### src/common/trpc_map.svh
/*
 * Constants for the transfer relay pulse controller: channel count,
 * delay steps, pulse width and reset values.
 * Assumes a 100 MHz system clock.
 */
`ifndef TRPC_MAP_SVH
`define TRPC_MAP_SVH

// ----------------------------------------
// Sizes
// ----------------------------------------
`define TRPC_NUM_CH          4
`define TRPC_DLY_W           5

// ----------------------------------------
// Delay setting
// ----------------------------------------
`define TRPC_DLY_MAX         5'h13
`define TRPC_DLY_RESET       5'h02
`define TRPC_CLK_MHZ         100
`define TRPC_STEP_MS         50
`define TRPC_STEP_CYC        (`TRPC_STEP_MS * 1000 * `TRPC_CLK_MHZ)

// ----------------------------------------
// Pulse width
// ----------------------------------------
`define TRPC_PULSE_US        1000
`define TRPC_PULSE_CYC       (`TRPC_PULSE_US * `TRPC_CLK_MHZ)

`endif

### src/common/trpc_pkg.sv
/*
 * Types for the transfer relay pulse controller.
 * Assumes nothing beyond the constants header.
 */
package trpc_pkg;

    // ----------------------------------------
    // Channel state, one bit flips per step except WAIT back to IDLE
    // ----------------------------------------
    typedef enum logic [1:0] {
        TRPC_IDLE  = 2'h0,
        TRPC_PULSE = 2'h1,
        TRPC_WAIT  = 2'h3
    } trpc_state_t;

endpackage : trpc_pkg

### src/design/trpc_channel.sv
/*
 * One relay channel: takes a command, issues one pulse on one line,
 * then holds off further commands for the programmed delay.
 * Assumes commands are held on cmd_valid_i until cmd_ready_o, synchronous to ref_clk_i.
 */
`timescale 1ns/1ps
`include "trpc_map.svh"

module trpc_channel #(
    parameter int unsigned PULSE_CYC = `TRPC_PULSE_CYC,
    parameter int unsigned STEP_CYC  = `TRPC_STEP_CYC
) (
    // Clock and reset
    input  wire logic                   ref_clk_i,
    input  wire logic                   resetn_i,
    // Command
    input  wire logic                   cmd_valid_i,
    input  wire logic                   cmd_activate_i,
    output wire logic                   cmd_ready_o,
    // Delay setting
    input  wire logic [`TRPC_DLY_W-1:0] delay_i,
    // Pulse lines
    output logic                        set_activate_o,
    output logic                        set_release_o,
    output wire logic                   busy_o
);

    trpc_pkg::trpc_state_t state_r;
    logic [31:0]                 cnt_r;
    logic [`TRPC_DLY_W-1:0]      steps_r;
    logic                        dir_r;

    wire cnt_done = (cnt_r == 32'h0000_0001);
    wire step_end = (steps_r == {`TRPC_DLY_W{1'b0}});

    assign cmd_ready_o = (state_r == trpc_pkg::TRPC_IDLE);
    assign busy_o      = ~cmd_ready_o;

    always_ff @(posedge ref_clk_i or negedge resetn_i) begin
        if (!resetn_i) begin
            state_r        <= trpc_pkg::TRPC_IDLE;
            cnt_r          <= 32'h0000_0000;
            steps_r        <= {`TRPC_DLY_W{1'b0}};
            dir_r          <= 1'b0;
            set_activate_o <= 1'b0;
            set_release_o  <= 1'b0;
        end else begin
            case (state_r)
                trpc_pkg::TRPC_IDLE: begin
                    if (cmd_valid_i) begin
                        set_activate_o <= cmd_activate_i;
                        set_release_o  <= ~cmd_activate_i;
                        dir_r          <= cmd_activate_i;
                        cnt_r          <= PULSE_CYC;
                        steps_r        <= delay_i;
                        state_r        <= trpc_pkg::TRPC_PULSE;
                    end
                end
                trpc_pkg::TRPC_PULSE: begin
                    if (cnt_done) begin
                        set_activate_o <= 1'b0;
                        set_release_o  <= 1'b0;
                        cnt_r          <= STEP_CYC;
                        state_r        <= step_end ? trpc_pkg::TRPC_IDLE
                                                   : trpc_pkg::TRPC_WAIT;
                    end else begin
                        cnt_r <= cnt_r - 32'h0000_0001;
                    end
                end
                trpc_pkg::TRPC_WAIT: begin
                    if (cnt_done) begin
                        cnt_r   <= STEP_CYC;
                        steps_r <= steps_r - {{(`TRPC_DLY_W-1){1'b0}}, 1'b1};
                        if (steps_r == {{(`TRPC_DLY_W-1){1'b0}}, 1'b1}) begin
                            state_r <= trpc_pkg::TRPC_IDLE;
                        end
                    end else begin
                        cnt_r <= cnt_r - 32'h0000_0001;
                    end
                end
                default: begin
                    state_r <= trpc_pkg::TRPC_IDLE;
                end
            endcase
        end
    end

endmodule : trpc_channel

### src/design/trpc_top.sv
/*
 * Transfer relay pulse controller: four latching transfer relays,
 * each with activate and release pulse lines, per-channel delay,
 * position readback, power-good and interlock indication.
 * Assumes all inputs synchronous to ref_clk_i; relays latch by themselves.
 * Assumes the host holds a command until cmd_ready_o shows it was taken.
 * Assumes unused relay connectors have their safety contacts bridged.
 * Position and power-good outputs are one-cycle registered copies of their inputs.
 * Neither reset ever drives a pulse line, so relays keep their position.
 * Delay writes above the top step are dropped and flagged.
 * Pulse width and step length are parameters sized for the system clock.
 * The aux power-good output follows its own supply input only.
 */
// How it works
// - Relays switched by short pulses only
// - Two pulse lines per relay channel
// - Four channels, each independent
// - Command resets leave relays and outputs
// - Wait programmed delay between commands
// - Each channel has its own delay
// - One delay unit is 50 ms
// - Delay 0 to 19, others rejected
// - Delay resets to 2, 100 ms
// - Status contact sampled, position reported
// - Power-good indicator per relay connector
// - Power-good indicator for aux connector
// - Closed interlock: LED off, status 1
// - Broken chain: red LED, status 0
`timescale 1ns/1ps
`include "trpc_map.svh"

module trpc_top #(
    parameter int unsigned PULSE_CYC = `TRPC_PULSE_CYC,
    parameter int unsigned STEP_CYC  = `TRPC_STEP_CYC
) (
    // Clock and reset
    input  wire logic                    ref_clk_i,
    input  wire logic                    resetn_i,
    // Commands per channel
    input  wire logic [`TRPC_NUM_CH-1:0] cmd_valid_i,
    input  wire logic [`TRPC_NUM_CH-1:0] cmd_activate_i,
    output wire logic [`TRPC_NUM_CH-1:0] cmd_ready_o,
    // Delay configuration
    input  wire logic                    dly_wr_i,
    input  wire logic [1:0]              dly_ch_i,
    input  wire logic [`TRPC_DLY_W-1:0]  dly_val_i,
    input  wire logic                    cfg_reset_i,
    output logic                         dly_reject_o,
    output logic [4*`TRPC_DLY_W-1:0]     dly_value_o,
    // Relay lines
    output wire logic [`TRPC_NUM_CH-1:0] set_activate_o,
    output wire logic [`TRPC_NUM_CH-1:0] set_release_o,
    output wire logic [`TRPC_NUM_CH-1:0] busy_o,
    input  wire logic [`TRPC_NUM_CH-1:0] relay_status_i,
    output logic [`TRPC_NUM_CH-1:0]      relay_position_o,
    // Power and interlock
    input  wire logic [`TRPC_NUM_CH-1:0] connector_supply_ok_i,
    input  wire logic                    aux_supply_ok_i,
    input  wire logic                    ext_interlock_closed_i,
    input  wire logic [`TRPC_NUM_CH-1:0] safety_contact_closed_i,
    output logic [`TRPC_NUM_CH-1:0]      connector_power_good_o,
    output logic                         aux_port_power_good_o,
    output logic                         interlock_led_o,
    output logic                         interlock_status_o
);

    logic [`TRPC_DLY_W-1:0] delay_r [`TRPC_NUM_CH];

    // ----------------------------------------
    // Decoding helpers
    // ----------------------------------------
    // range check
    function automatic logic dly_in_range(input logic [`TRPC_DLY_W-1:0] val);
        return (val <= `TRPC_DLY_MAX);
    endfunction : dly_in_range

    // Channel select for a delay write
    function automatic logic ch_hit(input logic [1:0] sel, input logic [1:0] idx);
        return (sel == idx);
    endfunction : ch_hit

    // ----------------------------------------
    // Named decodes
    // ----------------------------------------
    wire                    dly_ok       = dly_in_range(dly_val_i);
    wire                    reject_nxt   = dly_wr_i & ~dly_ok;
    wire                    chain_closed = ext_interlock_closed_i & (&safety_contact_closed_i);
    wire                    led_nxt      = ~chain_closed;
    wire                    ilk_nxt      = chain_closed;
    wire [`TRPC_NUM_CH-1:0] position_nxt = relay_status_i;
    wire [`TRPC_NUM_CH-1:0] conn_pg_nxt  = connector_supply_ok_i;
    wire                    aux_pg_nxt   = aux_supply_ok_i;

    // ----------------------------------------
    // Channels
    // ----------------------------------------
    genvar g;
    generate
        for (g = 0; g < `TRPC_NUM_CH; g = g + 1) begin : g_ch
            trpc_channel #(
                .PULSE_CYC (PULSE_CYC),
                .STEP_CYC  (STEP_CYC)
            ) u_ch (
                .ref_clk_i      (ref_clk_i),
                .resetn_i       (resetn_i),
                .cmd_valid_i    (cmd_valid_i[g]),
                .cmd_activate_i (cmd_activate_i[g]),
                .cmd_ready_o    (cmd_ready_o[g]),
                .delay_i        (delay_r[g]),
                .set_activate_o (set_activate_o[g]),
                .set_release_o  (set_release_o[g]),
                .busy_o         (busy_o[g])
            );
        end
    endgenerate

    // ----------------------------------------
    // Delay storage
    // ----------------------------------------
    genvar d;
    generate
        for (d = 0; d < `TRPC_NUM_CH; d = d + 1) begin : g_dly
            always_ff @(posedge ref_clk_i or negedge resetn_i) begin
                if (!resetn_i) begin
                    delay_r[d] <= `TRPC_DLY_RESET;
                end else if (cfg_reset_i) begin
                    delay_r[d] <= `TRPC_DLY_RESET;
                end else if (dly_wr_i && dly_ok && ch_hit(dly_ch_i, 2'(d))) begin
                    delay_r[d] <= dly_val_i;
                end
            end

            assign dly_value_o[d*`TRPC_DLY_W +: `TRPC_DLY_W] = delay_r[d];
        end
    endgenerate

    // ----------------------------------------
    // Delay rejection
    // ----------------------------------------
    // reject pulse
    always_ff @(posedge ref_clk_i or negedge resetn_i) begin
        if (!resetn_i) begin
            dly_reject_o <= 1'b0;
        end else begin
            dly_reject_o <= reject_nxt;
        end
    end

    // ----------------------------------------
    // Position readback
    // ----------------------------------------
    // cfg reset touches only delays
    always_ff @(posedge ref_clk_i or negedge resetn_i) begin
        if (!resetn_i) begin
            relay_position_o <= 4'h0;
        end else begin
            relay_position_o <= position_nxt;
        end
    end

    // ----------------------------------------
    // Connector power good
    // ----------------------------------------
    // connector power good
    always_ff @(posedge ref_clk_i or negedge resetn_i) begin
        if (!resetn_i) begin
            connector_power_good_o <= 4'h0;
        end else begin
            connector_power_good_o <= conn_pg_nxt;
        end
    end

    // ----------------------------------------
    // Aux power good
    // ----------------------------------------
    // aux power good
    always_ff @(posedge ref_clk_i or negedge resetn_i) begin
        if (!resetn_i) begin
            aux_port_power_good_o <= 1'b0;
        end else begin
            aux_port_power_good_o <= aux_pg_nxt;
        end
    end

    // ----------------------------------------
    // Interlock indicator
    // ----------------------------------------
    // led off when closed
    always_ff @(posedge ref_clk_i or negedge resetn_i) begin
        if (!resetn_i) begin
            interlock_led_o <= 1'b1;
        end else begin
            interlock_led_o <= led_nxt;
        end
    end

    // ----------------------------------------
    // Interlock status
    // ----------------------------------------
    // interlock status
    always_ff @(posedge ref_clk_i or negedge resetn_i) begin
        if (!resetn_i) begin
            interlock_status_o <= 1'b0;
        end else begin
            interlock_status_o <= ilk_nxt;
        end
    end

endmodule : trpc_top

### config.mk
export PLATFORM = sky130hd
export DESIGN_NAME = trpc_top
export DESIGN_NICKNAME = d
export VERILOG_FILES = /design/src/common/trpc_pkg.sv /design/src/design/trpc_channel.sv /design/src/design/trpc_top.sv
export VERILOG_INCLUDE_DIRS = /design/src /design/src/common
export SDC_FILE = /design/constraint.sdc
export NUM_CORES = 1
export LEC_CHECK = 0
export BUFFER_PORTS_ARGS = -buffer_cell sky130_fd_sc_hd__buf_2
export CAP_MARGIN = 0
export CORE_ASPECT_RATIO = 2
export CORE_MARGIN = 2
export CORE_UTILIZATION = 65
export DETAILED_ROUTE_END_ITERATION = 8
export HOLD_SLACK_MARGIN = 0.12
export MAX_ROUTING_LAYER = met4
export PLACE_DENSITY = 0.84
export SLEW_MARGIN = 0
export SYNTH_ARGS = -nofsm -noshare
export SYNTH_HDL_FRONTEND = slang
export SYNTH_SLANG_ARGS = --single-unit
### constraint.sdc
create_clock -name ref_clk_i -period 7.05 [get_ports ref_clk_i]
set_input_delay 0 -clock ref_clk_i [delete_from_list [all_inputs] [get_ports ref_clk_i]]
set_output_delay 0 -clock ref_clk_i [all_outputs]
set_load 0.01 [all_outputs]
Word-level counts from Yosys, hierarchy flattened
Cells that the tools add are included.

word-level totals
  register bits = 196
  bits of input ports = 33
  output and inout bits = 48
  logic and storage cells = 213

cells by class
  add/sub/neg operators = 8
  magnitude comparators = 1
  equality and inequality tests = 35
  mux-type cells = 76
  bitwise gates (word level) = 12
  reduce and logical (&&, ||, !) cells = 51

operators by type and width
  kind                                                    number
  two-way mux 32 bit                                      8
  one-hot mux 32 bit (2 select lines)                     4
  equality test 32 x 1 -> 1 bit (second input constant)   4
  subtractor 32 x 1 -> 32 bit (second input constant)     4
  two-way mux 5 bit                                       16
  two-way mux 2 bit                                       20
  one-hot mux 5 bit (2 select lines)                      4
  nonzero test 2 bit                                      16
  inequality test 2 x 1 -> 1 bit (second input constant)  12
  one-hot mux 2 bit (3 select lines)                      4
  AND reduction 3 bit                                     8
  equality test 5 x 1 -> 1 bit (second input constant)    4
  zero test 5 bit                                         4
  AND reduction 4 bit                                     5
  subtractor 5 x 1 -> 5 bit (second input constant)       4
  one-hot mux 1 bit (2 select lines)                      8
  equality test 2 bit (second input constant)             6
  two-way mux 1 bit                                       12
  equality test 2 x 1 -> 1 bit (second input constant)    5
  zero test 2 bit                                         5
  inverter 1 bit                                          10
  inequality test 2 bit (second input constant)           4
  AND reduction 2 bit                                     4
  OR reduction 2 bit                                      4
  other kinds (3)                                         8

Longest topological paths before layout
  depth after elaboration = 5
  depth in mapped cells = 9
  depth with buffers taken out = 8

Cells and area by module
From an unflattened synthesis, not the netlist that was laid out.

second synthesis, totals
  cell total of the unflattened synthesis = 1204
  area total of the unflattened synthesis = 11233.3 um2

by module, submodules not included
  module                           times used  cells each  area each (um2)  sequential area each (um2)
  trpc_channel (g_ch[0].u_ch ...)  3           279         2499.9           1026.0
  trpc_channel (g_ch[3].u_ch)      1           276         2472.4           1026.0
  trpc_top                         1           91          1261.2           807.0

Least setup slack after synthesis
OpenSTA, ideal clock, no wires.

  kind = register to register
  start point = register g_ch[0].u_ch.cnt_r[12]
  end point = register g_ch[0].u_ch.cnt_r[27]
  library setup time = 76 ps
  arrival = 2698 ps
  data required time = 6974 ps
  slack = 4276 ps
  stages on the path, launching flop included = 9
  buffers on the path = 2
  clock period less this slack = 2774 ps
  cells stage by stage = dfrtp_1 -> or4_1 -> buf_2 -> or4_4 -> buf_6 -> or3_4 -> or3_1 -> or3_1 -> o21ai_1

between the ends
  longest elaborated chain between the ends = 3
  elaborated cells between the ends (all ways) = 4
  classes of those cells = 1 x add/sub; 1 x eq/ne; 2 x mux

ends and longest elaborated chain
  element                                                                       line                                                        source
  from (decl)                                                                   trpc_channel.sv:29                                          logic [31:0] cnt_r;
  from (signal assigned)                                                        trpc_channel.sv:67                                          cnt_r <= cnt_r - 32'h0000_0001;
  from (signal assigned)                                                        trpc_channel.sv:78                                          cnt_r <= cnt_r - 32'h0000_0001;
  subtractor 32 x 1 -> 32 bit or equality test 32 x 1 -> 1 bit (tied branches)  trpc_channel.sv:67, trpc_channel.sv:78, trpc_channel.sv:33
  two-way mux 32 bit *                                                          trpc_channel.sv:60, trpc_channel.sv:71
  one-hot mux 32 bit (2 select lines) *                                         trpc_channel.sv:48                                          case (state_r)

Every way passes the cells marked *; elsewhere a longest branch is shown, timed or not.
A chain may end at the register's enable or synchronous reset.

Worst setup path in the final report
  start point = register g_ch[2].u_ch.cnt_r[18]
  end point = register g_ch[2].u_ch.steps_r[2]

between the ends
  longest elaborated chain between the ends = 3

ends and longest elaborated chain
  element                                   line                source
  from (decl)                               trpc_channel.sv:29
  from (signal assigned)                    trpc_channel.sv:67
  from (signal assigned)                    trpc_channel.sv:78
  equality test 32 x 1 -> 1 bit             trpc_channel.sv:33  wire cnt_done = (cnt_r == 32'h0000_0001);
  inequality test 2 x 1 -> 1 bit (no line)  n/a
  AND reduction 3 bit (no line)             n/a
  to (signal assigned)                      trpc_channel.sv:43  steps_r <= {`TRPC_DLY_W{1'b0}};
  to (signal assigned)                      trpc_channel.sv:55  steps_r <= delay_i;
  to (signal assigned)                      trpc_channel.sv:73  steps_r <= steps_r - {{(`TRPC_DLY_W-1){1'b0}}, 1'b1};
  to (decl)                                 trpc_channel.sv:30  logic [`TRPC_DLY_W-1:0] steps_r;

Every way passes these cells.

==> metrics.csv <==
stage,metric,value,unit
final_layout,area_growth,13.37,%
placement,portBuffers,80,
clock_tree,cts_sinks,196,
critical_path,crit_fanout,7,
final_layout,nets,1333,
floorplan,die_h,184.9,microns
global_route,track_usage,34.52,%
clock_tree,cts_tree,yes,
timing,fin_crit,3280,ps
critical_path,cp_cell_sequence,or4_4 -> or4_1 -> or4_4 -> nor3_2 -> a311oi_1 -> a311oi_1,
hold_path,hold_depth,2,
critical_path,r2r-end,g_ch[2].u_ch.steps_r[2],
power,leakage,5.271,nW
floorplan,boundaryPins,81,
critical_path,reg2reg_depth,6,
logic_synthesis,yosys.area.top_type,dfrtp_1,
route,m1WireLength,10320,microns
timing,skew,12.20,ps
route,wl_per_cell,19.07,microns
route,wirelength,28630,microns
clock_tree,clk_pin_slew_worst_paths,80,ps
power,peakVddDrop,0.1702,mV
route,viasPerCell,6.704,
logic_synthesis,synth_edf_count,0,
logic_synthesis,synth_cell_type_count,70,
logic_synthesis,synth.top_cell.area_share,44.93,%
clock_tree,clockBufferDepth,2,
run,maxCapViolations,0,
floorplan,initial_core_util,65.72,%
critical_path,path_buf_inv,0,
critical_path,cpMaxStageDelayCell,or4_4,
hold_path,min_from,relay_status_i[1],
critical_path,start_kind,flop,
logic_synthesis,synth.area.top_cells,"dfrtp_1 45%, o21ai_0 5.2%, nor2_1 4.2%, nand2_1 3.9%, nor3_1 3.2%",
logic_synthesis,synthArstFlopShare,100.0,%
power,power.total,2.897,mW
clock_tree,post-cts-setup-buffers,0,
logic_synthesis,yosys_warnings,0,
timing,fmax,304.9,MHz
global_route,grt_pass1_wl,46400,microns
critical_path,critical_path_class,reg -> reg,
route,via_count,10060,
route,first_iter_violations,747,
route,dr.pass1.iters,6,
timing,rsz0062_at_grt,no,
critical_path,setup.worst_path.end_class,flop,
route,maxUsedRoutingLayer,met4,
route,wl_met3,1359,microns
route,ant_nets,0,
timing,fin_setup_tns,0,ps
placement,place_ws,3913,ps
critical_path,cpPeakStageDelay,580,ps
logic_synthesis,synth-seq-cells,196,
timing,worst_slack,3770,ps
logic_synthesis,ys_seq_area_share,46.17,%
floorplan,die-area,17470,sq um
logic_synthesis,syn_area,10640,sq um
clock_tree,cts.htree.levels,4,
logic_synthesis,postSynthAreaPerCell,8.843,sq um
clock_tree,numCtsBuffers,17,
floorplan,rows,66,
global_route,grt_max_degree,129,
global_route,grt_pass1_vias,9709,
logic_synthesis,synth_nets,1252,
timing,worst_slew_pin_slew,1130,ps
global_route,antenna_found_initial,0,
route,drc,0,
logic_synthesis,ys_top_cells_by_count,"191 x dfrtp_1, 118 x nor2_1, 110 x nand2_1, 110 x o21ai_0, 67 x nor3_1",
timing,finalSetupViolCount,0,
final_layout,n_antenna_cell,0,
timing,final-hold-violation-count,0,
timing,slew_violations,0,
critical_path,arrival,3600,ps
hold_path,hold_end,relay_position_o[1],
power,powerDensity,240.2,nW/um^2
timing,fin_crit_sh,46.53,%
clock_tree,clkLatencyLatePin,440,ps
logic_synthesis,yosysMostFrequentCell,dfrtp_1,
critical_path,crit_required,7370,ps
logic_synthesis,syn-instance-count,1203,
critical_path,cp-startpoint,g_ch[2].u_ch.cnt_r[18],
clock_tree,cts_root_buf,clkbuf_16,
timing,slew_headroom,23.95,%
logic_synthesis,ys.flop_type,dfrtp_1,
final_layout,drive_gt1_share,11.80,%
critical_path,r2r_slack,3770,ps
critical_path,r2r-start,g_ch[2].u_ch.cnt_r[18],
placement,place.gp.congestion,0.9508,
critical_path,critPathTopFamily,simple AND/OR/NAND/NOR gates,
floorplan,die_x,94.46,microns
hold_path,hold_path_class,in -> reg,
placement,dpl.hpwl,19220,microns
outcome,status,"complete, no violations",
floorplan,coreArea,16190,sq um
route,wl_met2,15550,microns
global_route,grt-ovfl-total,0,
==> cell families after synthesis <==
family | synth area share [%]
AO/OA/AOI/OAI | 20.68
XOR/XNOR | 0.08235
adder cells (fa/ha/maj) | 1.882
buffers and inverters | 4.964
flip-flops | 46.17
multiplexers | 1.788
AND/OR/NAND/NOR | 24.44
==> what timing repair did <==
item,4_1_cts,5_1_grt
resized for setup,0,0
hold buffers,41,0
hold endpoints to repair,164,0
endpoints found under the setup margin,0,0
==> layout make-up <==
type | count | area [sq um]
Multi-Input combinational cell | 885 | 5206
Clock buffer | 19 | 442.9
Inverter | 51 | 191.4
Fill cell | 1197 | 4125
Sequential cell | 196 | 4911
Timing Repair Buffer | 133 | 909.6
Clock inverter | 13 | 143.9
Tap cell | 204 | 255.2
==> state kept, by name (all words and copies together) (netlist names) <==
register	cells
g_ch.u_ch.cnt_r	128
dly_value_o	20
g_ch.u_ch.steps_r	20
g_ch.u_ch.state_r	8
connector_power_good_o	4
g_ch.u_ch.set_activate_o	4
g_ch.u_ch.set_release_o	4
relay_position_o	4
aux_port_power_good_o	1
dly_reject_o	1
interlock_led_o	1
interlock_status_o	1
==> through the flow <==
step	cell area [sq um]	utilization, %	instances	hold WS (ps)
after global placement	11060	68.35	1428	108.1
final	12060	74.51	1501	201.2
after floorplan	10640	-	1203	-295.6
after global routing	12060	74.51	1501	206.0
after detailed placement	11060	68.35	1428	109.4
after CTS	12060	74.51	1501	203.0
==> worst max path at each step <==
stage | endpoint | depth (start not counted) | slack, ps
global placement | g_ch[3].u_ch.cnt_r[29] | 9 | 4030
CTS | g_ch[2].u_ch.steps_r[2] | 6 | 3810
global route | g_ch[3].u_ch.steps_r[2] | 6 | 3630
floorplan | g_ch[0].u_ch.cnt_r[27] | 8 | 4280
finish | g_ch[2].u_ch.steps_r[2] | 6 | 3770
detailed placement | g_ch[0].u_ch.cnt_r[27] | 6 | 3910
==> worst reg2reg max path, delay by kind of cell (launching register included) <==
kind / cells / cell delay (ps)
AOI/OAI and AO/OA: 2 / 520
DFF: 1 / 410
and+or+nand+nor: 4 / 2230
==> power breakdown <==
group	internal (mW)	switching [mW]
Combinational	0.210	0.296
Clock	0.537	0.455
Sequential	1.25	0.150
Total	1.99	0.902
==> routing by layer <==
layer | track usage [%] | vias to the layer above
met5 | - | -
met2 | 59.97 | 421
li1 | - | 4645
met4 | 20.41 | 0
met3 | 4.231 | 121
met1 | 37.17 | 4876
==> cell usage in the layout (no fill, tap or decap), drive strengths merged, types with 7 or more instances in the layout <==
cell type      n
or4           26
a22o          11
o31ai         12
a21o          13
nor2         119
nand3         40
o22ai          8
nand2        110
clkbuf        20
a221o          7
buf           91
nor3          69
and3           8
or3           36
a31oi         44
dlygate4sd3   41
nand2b         8
nor4          41
a32o           8
mux2i         19
a21oi         56
inv           54
a211o          7
a311oi         7
nor3b          8
o311ai         8
dfrtp        191
ha            16
o21ai        114
o211ai         7
nand4         12
No activity file was read; power rests on OpenSTA's default activity.
